[config.mk]
export PLATFORM = sky130hd
export DESIGN_NAME = gst_seq
export DESIGN_NICKNAME = d
export VERILOG_FILES = /design/src/core/gst_pkg.sv /design/src/core/gst_seq.sv
export SDC_FILE = /design/constraint.sdc
export NUM_CORES = 2
export LEC_CHECK = 0
export ABC_AREA = 0
export BUFFER_PORTS_ARGS = -buffer_cell sky130_fd_sc_hd__buf_2
export CORE_UTILIZATION = 61
export DETAILED_ROUTE_END_ITERATION = 10
export PLACE_DENSITY_LB_ADDON = 0.3
export SYNTH_ARGS = -nofsm -noshare
export SYNTH_HDL_FRONTEND = slang
export SYNTH_SLANG_ARGS = --single-unit
[constraint.sdc]
create_clock -name pclk -period 19.87 [get_ports pclk]
set_input_delay 4.9675 -clock pclk [delete_from_list [all_inputs] [get_ports pclk]]
set_output_delay 4.9675 -clock pclk [all_outputs]
set_load 0.01 [all_outputs]
[src/core/gst_pkg.sv]
// Purpose: constants and types for the generator-set sequencer
// Assumes: 200 MHz pclk, APB register access
// Notes: scheduler positions are 15-minute slots
package gst_pkg;
  // ==========================================================
  // clock and timer base
  localparam int CLK_NS = 5;
  localparam int TICK_NS = 1000000;
  localparam int TICK_CYC = TICK_NS / CLK_NS;
  // ==========================================================
  // register byte offsets
  localparam logic [7:0] A_MODE = 8'h00;
  localparam logic [7:0] A_CFG = 8'h04;
  localparam logic [7:0] A_TIM0 = 8'h08;
  localparam logic [7:0] A_TIM1 = 8'h0c;
  localparam logic [7:0] A_TIM2 = 8'h10;
  localparam logic [7:0] A_ATT = 8'h14;
  localparam logic [7:0] A_STAT = 8'h18;
  localparam logic [1:0] A_ENT_HI = 2'h1;
  // ==========================================================
  // config bits
  localparam int CF_ONLOAD = 0;
  localparam int CF_INH_EN = 1;
  localparam int CF_LOADED = 2;
  localparam int CF_PER0 = 3;
  localparam int CF_PER1 = 4;
  localparam int CF_FSRC = 5;
  localparam int CF_OILREL = 7;
  localparam logic [7:0] CFG_RST = 8'h00;
  localparam logic [31:0] TIM_RST = 32'h000a_000a;
  localparam logic [3:0] ATT_RST = 4'h3;
  // ==========================================================
  // scheduler entry layout and cycle lengths
  localparam int EN_BIT = 31;
  localparam int TY_LO = 29;
  localparam logic [1:0] TY_OFF = 2'h0;
  localparam logic [1:0] TY_ON = 2'h1;
  localparam logic [1:0] TY_INH = 2'h2;
  localparam logic [11:0] SLOT_WK = 12'h2a0;
  localparam logic [11:0] SLOT_4WK = 12'ha80;
  // ==========================================================
  typedef enum logic [1:0] {
    MD_STOP = 2'h0, MD_MAN = 2'h1, MD_AUTO = 2'h2, MD_TEST = 2'h3
  } gst_mode_t;
  typedef enum logic [3:0] {
    ST_IDLE = 4'h0, ST_SDLY = 4'h1, ST_CRANK = 4'h3, ST_REST = 4'h2,
    ST_SAFE = 4'h6, ST_RUN = 4'h7, ST_RDLY = 4'h5, ST_COOL = 4'h4,
    ST_FAIL = 4'hc
  } gst_state_t;
endpackage

[src/core/gst_seq.sv]
// Purpose: test/auto sequencer with exercise scheduler
// Assumes: buttons are one-cycle pulses synchronous to pclk
// Notes: timers count common ticks; limits set over APB
// Contract
// - test start cranks at once, no delay
// - failed crank rests, retries, then fails
// - starter released when selected source fires
// - safety-on delay suppresses faults after crank
// - load held off until generator available
// - test mode puts load on generator
// - test mode never drops load by itself
// - stop drops load and engine at once
// - auto from test keeps requests and timers
// - panel lock blocks mode changes
// - auto start request sources ORed
// - start delay, withdrawn request returns idle
// - request at delay end starts cranking
// - auto run on load if configured
// - return delay; request returns on load
// - then mains, cooldown, stop engine
// - scheduled runs only in clean auto
// - on-load entry forces load while running
// - entering auto inside window starts engine
// - external input inhibits scheduled runs
`timescale 1ns/1ps
module gst_seq
  import gst_pkg::*;
#(
  parameter int TICK_CYCLES = TICK_CYC
)(
  // clock and reset
  input wire logic pclk,
  input wire logic presetn,
  // apb
  input wire logic psel,
  input wire logic penable,
  input wire logic pwrite,
  input wire logic [7:0] paddr,
  input wire logic [31:0] pwdata,
  output logic [31:0] prdata,
  output logic pready,
  output logic pslverr,
  // operator buttons and inputs
  input wire logic btn_stop,
  input wire logic btn_man,
  input wire logic btn_test,
  input wire logic btn_auto,
  input wire logic btn_start,
  input wire logic btn_open_gen,
  input wire logic panel_lock,
  input wire logic load_inhibit,
  // start request sources
  input wire logic mains_fail,
  input wire logic remote_start,
  input wire logic aux_mains_fail,
  input wire logic telem_start,
  input wire logic dms_start,
  // engine and alarms
  input wire logic fire_freq,
  input wire logic fire_pickup,
  input wire logic fire_ecu,
  input wire logic oil_rising,
  input wire logic gen_avail,
  input wire logic shutdown_alarm,
  input wire logic sched_inhibit_in,
  input wire logic slot_tick,
  // outputs
  output logic fuel_on,
  output logic crank_on,
  output logic safety_on,
  output logic gen_load,
  output logic fail_start
);
  // ==========================================================
  // registers
  gst_mode_t mode_q;
  gst_state_t st_q, st_d;
  logic [7:0] cfg_q;
  logic [31:0] tim0_q, tim1_q, tim2_q;
  logic [3:0] att_max_q, att_q;
  logic [31:0] ent_q [16];
  logic [11:0] slot_q;
  logic [31:0] tick_cnt_q;
  logic tick;
  logic [15:0] tmr_q, lim;
  logic done, fired, start_req, load_req;
  logic ld_hold_q, gen_load_q;
  logic s_run, s_on, s_inh, sched_ok;
  logic wr, rd;
  logic [31:0] rd_d;
  logic dec_ok;

  function automatic logic [11:0] pos_in(input logic [11:0] s,
                                          input logic four);
    logic [11:0] p;
    p = s;
    if (!four)
    begin
      for (int k = 0; k < 3; k++)
        if (p >= SLOT_WK)
          p = p - SLOT_WK;
    end
    return p;
  endfunction

  function automatic logic win_hit(input logic [11:0] pos,
                                   input logic [31:0] e,
                                   input logic [11:0] per);
    logic [12:0] d;
    d = (pos >= e[11:0]) ? {1'b0, pos} - {1'b0, e[11:0]}
                         : {1'b0, pos} + {1'b0, per} - {1'b0, e[11:0]};
    return e[EN_BIT] && (d < {1'b0, e[23:12]});
  endfunction

  // ==========================================================
  // apb slave: data captured in setup, answered in access
  assign wr = psel && penable && pwrite;
  assign rd = psel && !penable && !pwrite;
  assign pready = 1'b1;
  always_comb
  begin
    rd_d = 32'h0000_0000;
    dec_ok = 1'b1;
    if (paddr[7:6] == A_ENT_HI)
      rd_d = ent_q[paddr[5:2]];
    else
      unique case (paddr)
        A_MODE: rd_d = {30'h0, mode_q};
        A_CFG: rd_d = {24'h0, cfg_q};
        A_TIM0: rd_d = tim0_q;
        A_TIM1: rd_d = tim1_q;
        A_TIM2: rd_d = tim2_q;
        A_ATT: rd_d = {24'h0, att_q, att_max_q};
        A_STAT: rd_d = {20'h0, s_inh, s_on, s_run, gen_load_q,
                        fail_start, safety_on, 2'h0, st_q};
        default: dec_ok = 1'b0;
      endcase
  end
  assign pslverr = psel && penable && !dec_ok;

  always_ff @(posedge pclk or negedge presetn)
    if (!presetn)
      prdata <= 32'h0000_0000;
    else if (rd)
      prdata <= rd_d;

  always_ff @(posedge pclk or negedge presetn)
    if (!presetn)
    begin
      cfg_q <= CFG_RST;
      tim0_q <= TIM_RST;
      tim1_q <= TIM_RST;
      tim2_q <= TIM_RST;
      att_max_q <= ATT_RST;
      for (int i = 0; i < 16; i++)
        ent_q[i] <= 32'h0000_0000;
    end
    else if (wr)
    begin
      if (paddr[7:6] == A_ENT_HI)
        ent_q[paddr[5:2]] <= pwdata;
      else if (paddr == A_CFG)
        cfg_q <= pwdata[7:0];
      else if (paddr == A_TIM0)
        tim0_q <= pwdata;
      else if (paddr == A_TIM1)
        tim1_q <= pwdata;
      else if (paddr == A_TIM2)
        tim2_q <= pwdata;
      else if (paddr == A_ATT)
        att_max_q <= pwdata[3:0];
    end

  // ==========================================================
  // mode: one register, so exactly one mode at a time
  // apb write to the mode word acts like the matching button
  always_ff @(posedge pclk or negedge presetn)
    if (!presetn)
      mode_q <= MD_STOP;
    else if (!panel_lock)
    begin
      if (btn_stop)
        mode_q <= MD_STOP;
      else if (btn_auto)
        mode_q <= MD_AUTO;
      else if (btn_test)
        mode_q <= MD_TEST;
      else if (btn_man)
        mode_q <= MD_MAN;
      else if (wr && paddr == A_MODE)
        mode_q <= gst_mode_t'(pwdata[1:0]);
    end

  // ==========================================================
  // common tick and per-state timer
  always_ff @(posedge pclk or negedge presetn)
    if (!presetn)
      tick_cnt_q <= 32'h0000_0000;
    else if (tick)
      tick_cnt_q <= 32'h0000_0000;
    else
      tick_cnt_q <= tick_cnt_q + 32'h0000_0001;
  assign tick = (tick_cnt_q == 32'(TICK_CYCLES - 1));

  always_ff @(posedge pclk or negedge presetn)
    if (!presetn)
      tmr_q <= 16'h0000;
    else if (st_d != st_q)
      tmr_q <= 16'h0000;
    else if (tick && !done)
      tmr_q <= tmr_q + 16'h0001;

  always_comb
    unique case (st_q)
      ST_SDLY: lim = tim0_q[15:0];
      ST_CRANK: lim = tim0_q[31:16];
      ST_REST: lim = tim1_q[15:0];
      ST_SAFE: lim = tim1_q[31:16];
      ST_RDLY: lim = tim2_q[15:0];
      ST_COOL: lim = tim2_q[31:16];
      default: lim = 16'hffff;
    endcase
  assign done = (tmr_q >= lim);

  // ==========================================================
  // scheduler: slot clock from the real-time source
  always_ff @(posedge pclk or negedge presetn)
    if (!presetn)
      slot_q <= 12'h000;
    else if (slot_tick)
      slot_q <= (slot_q == SLOT_4WK - 12'h001) ? 12'h000
                                               : slot_q + 12'h001;

  always_comb
  begin
    s_run = 1'b0;
    s_on = 1'b0;
    s_inh = 1'b0;
    for (int i = 0; i < 16; i++)
    begin
      // bank select: entries 0-7 and 8-15 carry own period
      logic four;
      four = (i < 8) ? cfg_q[CF_PER0] : cfg_q[CF_PER1];
      if (cfg_q[CF_LOADED] && win_hit(pos_in(slot_q, four), ent_q[i],
                                      four ? SLOT_4WK : SLOT_WK))
      begin
        if (ent_q[i][TY_LO+:2] == TY_INH)
          s_inh = 1'b1;
        else
          s_run = 1'b1;
        if (ent_q[i][TY_LO+:2] == TY_ON)
          s_on = 1'b1;
      end
    end
  end
  // level, so entering auto inside a window requests a start
  assign sched_ok = (mode_q == MD_AUTO) && !shutdown_alarm && !s_inh
                    && !(cfg_q[CF_INH_EN] && sched_inhibit_in);

  // ==========================================================
  // start requests and fire detection
  assign start_req = (mode_q == MD_AUTO) && (mains_fail || remote_start
                     || aux_mains_fail || telem_start || dms_start
                     || (sched_ok && s_run));

  always_comb
  begin
    unique case (cfg_q[CF_FSRC+:2])
      2'h1: fired = fire_pickup;
      2'h2: fired = fire_ecu;
      default: fired = fire_freq;
    endcase
    // oil pressure only ends cranking, no speed protection
    if (cfg_q[CF_OILREL] && oil_rising)
      fired = 1'b1;
  end

  // ==========================================================
  // sequence
  always_comb
  begin
    st_d = st_q;
    unique case (st_q)
      ST_IDLE:
        if ((mode_q == MD_TEST || mode_q == MD_MAN) && btn_start)
          st_d = ST_CRANK;
        else if (start_req)
          st_d = ST_SDLY;
      ST_SDLY:
        if (!start_req)
          st_d = ST_IDLE;
        else if (done)
          st_d = ST_CRANK;
      ST_CRANK:
        if (fired)
          st_d = ST_SAFE;
        else if (done)
          st_d = (att_q >= att_max_q) ? ST_FAIL : ST_REST;
      ST_REST:
        if (done)
          st_d = ST_CRANK;
      ST_SAFE:
        if (done)
          st_d = ST_RUN;
      ST_RUN:
        if (mode_q == MD_AUTO && !start_req)
          st_d = ST_RDLY;
      ST_RDLY:
        if (start_req)
          st_d = ST_RUN;
        else if (done)
          st_d = ST_COOL;
      ST_COOL:
        if (start_req)
          st_d = ST_RUN;
        else if (done)
          st_d = ST_IDLE;
      ST_FAIL:
        st_d = ST_FAIL;
      default:
        st_d = ST_IDLE;
    endcase
    // stop mode ends everything at once, no timers
    if (mode_q == MD_STOP)
      st_d = ST_IDLE;
  end

  always_ff @(posedge pclk or negedge presetn)
    if (!presetn)
      st_q <= ST_IDLE;
    else
      st_q <= st_d;

  always_ff @(posedge pclk or negedge presetn)
    if (!presetn)
      att_q <= 4'h0;
    else if (st_q != ST_CRANK && st_d == ST_CRANK)
      att_q <= att_q + 4'h1;
    else if (st_d == ST_IDLE)
      att_q <= 4'h0;

  // ==========================================================
  // load: test holds load until an operator action removes it
  always_ff @(posedge pclk or negedge presetn)
    if (!presetn)
      ld_hold_q <= 1'b0;
    else if (mode_q == MD_TEST)
      ld_hold_q <= 1'b1;
    else if (mode_q != MD_MAN || btn_open_gen)
      ld_hold_q <= 1'b0;

  always_comb
    unique case (mode_q)
      MD_TEST: load_req = 1'b1;
      MD_MAN: load_req = ld_hold_q || s_on;
      MD_AUTO: load_req = cfg_q[CF_ONLOAD] || (sched_ok && s_on);
      default: load_req = 1'b0;
    endcase

  // stays on load through the return delay, off in cooldown
  always_ff @(posedge pclk or negedge presetn)
    if (!presetn)
      gen_load_q <= 1'b0;
    else
      gen_load_q <= load_req && gen_avail && !load_inhibit
                    && (st_d == ST_RUN || st_d == ST_RDLY);

  // ==========================================================
  // outputs
  assign gen_load = gen_load_q;
  assign fuel_on = (st_q == ST_CRANK) || (st_q == ST_REST)
                   || (st_q == ST_SAFE) || (st_q == ST_RUN)
                   || (st_q == ST_RDLY) || (st_q == ST_COOL);
  assign crank_on = (st_q == ST_CRANK);
  assign safety_on = (st_q == ST_SAFE);
  assign fail_start = (st_q == ST_FAIL);
endmodule // gst_seq

==> flow_results.org <==
** Floorplan
- Full die area :: 0.0903 mm²
- Initial Util :: 0.615
- Die Height :: 301 µm
- 105 I/O pins were placed.
- The die is 301 µm wide.
- The core region is 0.0884 mm².
- Row generation in the floorplan step produced 109 rows.

** Layout
- For this run, the number of standard cells in the final layout without fillers is 6966.
- In the layout the commonest cells are sky130_fd_sc_hd__dfrtp_1 (709), sky130_fd_sc_hd__inv_1 (523), sky130_fd_sc_hd__ha_1 (515).
- Most common cell after layout, fill and taps aside :: sky130_fd_sc_hd__dfrtp_1
- The final layout contains 6325 nets.
- Layout overhead on the synthesized area :: 8.57%
- At the end of the flow the core is filled with cells to 0.668.
- In the final layout, the share of cells above drive strength 1 is 0.164.

** Clock tree
- Post-CTS Hold Fix Bufs :: 0
- After clock tree synthesis, the repair step resized 0 gates.
- Clock latency on the worst-skew pair, taken at its later pin, is 0.67 ns.
- The H-tree was split into 3 levels.
- In this run the deepest clock path goes through 3 buffers.
- Root buffer cell :: sky130_fd_sc_hd__clkbuf_16
- Clock input transition at the sequential cells of the worst setup and hold paths :: 0.06 ns
- Post-CTS Setup Inserts :: 0
- TritonCTS built the clock tree.
- TritonCTS Buffers :: 83
- CTS saw 724 sinks.

** Routing
- Vias per std cell :: 6.72
- Number of design-rule violations left by the first detailed-router iteration :: 5536
- The count of nets left with antenna violations once routing finished came out at 0.
- The first detailed-routing pass ran for 6 iterations.
- Wire length reported by the detailed router :: 187 mm
- Drc violations :: 0
- Average wire length per cell after detail routing :: 26.8 µm
- Routed vias :: 46792

** Global routing
- Number of antenna violations at the first check in global routing :: 11
- Entering global routing, the biggest net connects 95 pins.
- GRT overflow :: 0
- Wire length of the first global-routing pass :: 279 mm
- Number of global-route vias before repair :: 45118
- GRT Resource Usage Total :: 0.413

** Placement
- Routability congestion estimate :: 1.04
- Input/output buffers :: 103
- Setup Slack @ Placement :: 8.01 ns
- Post-detail-place hpwl :: 135 mm
- Post-placement cell count :: 6808

** Worst setup path
- Maximum single-stage delay on the critical path :: 0.95 ns
- Slowest stage cell on the critical path :: sky130_fd_sc_hd__a21oi_1
- Nature of the critical path endpoint :: flip-flop
- The worst setup path is of the flip-flop to flip-flop kind.
- Along the worst path, the maximum fanout reaches 22.
- The worst register-to-register path has a depth of 37.
- Worst setup SP type :: flip-flop
- Arrival time at the worst endpoint :: 12.50 ns
- At the worst endpoint, the required time is 20.36 ns.

** Synth
- Of the synthesized area, sequential elements account for 0.334.
- After synthesis, the cell types taking the most area are sky130_fd_sc_hd__dfrtp_1 (33%), sky130_fd_sc_hd__ha_1 (12%), sky130_fd_sc_hd__mux2_2 (8.0%), sky130_fd_sc_hd__mux4_2 (6.6%), sky130_fd_sc_hd__o21ai_0 (4.5%).
- Cell type with the highest aggregate area in the netlist :: sky130_fd_sc_hd__dfrtp_1
- Leading register cell type out of synthesis :: sky130_fd_sc_hd__dfrtp_1
- The share of synthesized area in the top cell type comes to 0.327.
- Cells after synthesis :: 5729
- Synthesis inferred 724 register bits.
- Net count of the mapped netlist :: 6326
- After synthesis, the share of flip-flops with an asynchronous set or reset is 1.00.
- Count of unique library cells instantiated by Yosys :: 104
- Synthesized cell area :: 0.0544 mm²
- Number of warnings printed during yosys synthesis :: 0
- Post-synthesis average cell area :: 9.49 µm²
- Number of flops mapped to enable cells by yosys :: 0

** STA
- For the final routed database, the setup TNS stands at 0 ns.
- Setup violations remaining at the end of the flow were counted as 0.
- The max-slew violation total from the final report came to 0.
- Slew HR :: 0.116
- Final Worst Setup Slack :: 7.86 ns
- Timing would allow up to 83.3 MHz.
- Setup repair after global routing missed its margin :: no
- Dividing the final minimum period by the clock period gives 0.604.
- Min cycle time layout :: 12.01 ns
- For the pin with the worst max-slew slack, the measured transition is 1.31 ns.
- Across the routed clock network, the largest skew measured is 0.0389 ns.
- Final number of hold-violating endpoints :: 0

** Pwr
- Leakage dissipation :: 27.8 nW
- Power spread over the standard cell area amounts to 189 mW/mm².
- The worst-case IR drop observed on VDD is 0.184 mV.
- Share of total power in sequential cells :: 0.147
- Internal Pwr Total :: 5.81 mW
- Gate power share :: 0.706
- Sw power :: 5.36 mW
- The share of total power dissipated in the clock network is 0.147.
- Of the total power, the share spent switching nets is 0.480.
- Power after layout :: 11.2 mW

** Run
- MaxCap Viol Count :: 0

** Outcome
- Status :: completed

** Hold path
- The path class of the tightest hold or removal check is flip-flop to flip-flop.
- Counting instances, the worst hold path has a depth of 1.
[sequential cells by signal, summed over array words and instances, names as in the netlist, 12 cells and up]
| signal | cells |
|---|---|
| prdata | 32 |
| tim2_q | 32 |
| tim1_q | 32 |
| tmr_q | 16 |
| tim0_q | 32 |
| ent_q | 512 |
| tick_cnt_q | 32 |
| slot_q | 12 |
[logic make-up after synthesis]
kind of cell             share of synthesized area
AO/OA/AOI/OAI                                0.169
XOR/XNOR                                    0.0475
buffers and inverters                       0.0549
AND/OR/NAND/NOR                              0.120
multiplexers                                 0.151
adder cells (fa/ha/maj)                      0.124
other                                    0.0000690
flip-flops                                   0.334
[cell usage after synthesis, types with 109 or more instances]
cell and instances:
sky130_fd_sc_hd__ha_1 515, sky130_fd_sc_hd__nor2_1 318, sky130_fd_sc_hd__o21ai_0 492, sky130_fd_sc_hd__xnor2_1 187, sky130_fd_sc_hd__a21oi_1 307, sky130_fd_sc_hd__dfrtp_1 710, sky130_fd_sc_hd__clkbuf_1 200, sky130_fd_sc_hd__nand2_1 493
sky130_fd_sc_hd__mux2_2 384, sky130_fd_sc_hd__inv_1 523, sky130_fd_sc_hd__mux4_2 160, sky130_fd_sc_hd__a21o_1 109
[metrics by stage]
step	cell area [µm²]	hold slack, ns
2_1_floorplan	54400	0.443
3_3_place_gp	56100	0.461
3_5_place_dp	56100	0.478
4_1_cts	59000	0.473
5_1_grt	59000	0.495
6_report	59000	0.471
[critical path, delay by kind of cell, from the launching register on]
family | cells | cell delay, ns
AND/OR/NAND/NOR | 10 | 2.91
XOR/XNOR | 1 | 0.25
flip-flops | 1 | 0.35
AO/OA/AOI/OAI | 19 | 6.26
buffers and inverters | 4 | 0.99
adder cells (fa/ha/maj) | 3 | 1.08
[area by class of cell]
class | count | area [µm²]
diodes | 7 | 17.5
clock buffers | 113 | 2350
clock inverters | 38 | 533
fillers | 6859 | 29300
inverters | 523 | 1960
multi-input cells | 4213 | 33400
flip-flops and latches | 724 | 18100
well taps | 1165 | 1460
repair buffers | 183 | 1170
[worst paths after layout]
check | startpoint | end | slack, ns
max in group asynchronous | presetn | ent_q[162] | 13.11
min in group asynchronous | presetn | ent_q[501] | 4.34
hold / removal | tick_cnt_q[31] | tick_cnt_q[31] | 0.47
setup / recovery | slot_q[2] | att_q[2] | 7.86
setup reg to reg | slot_q[2] | att_q[2] | 7.86
hold reg to reg | tick_cnt_q[31] | tick_cnt_q[31] | 0.47
[metal layers]
metal | GRT usage | part of all wire | wire length [µm]
met4 | 0.298 | 0.086 | 16000
met5 | 0 | 0.00023 | 43
met1 | 0.519 | 0.37 | 69200
met2 | 0.608 | 0.42 | 78700
met3 | 0.120 | 0.12 | 22900
[power by group through the flow]
stage | clock network [mW] | logic, mW | registers [mW]
6_report | 1.64 | 7.88 | 1.64
5_1_grt | 1.71 | 8.63 | 1.65
4_1_cts | 1.65 | 7.71 | 1.63
3_5_place_dp | 0 | 7.62 | 1.66
3_3_place_gp | 0 | 7.41 | 1.65
2_1_floorplan | 0 | 5.62 | 1.65
No activity file was read; power rests on OpenSTA's default activity.
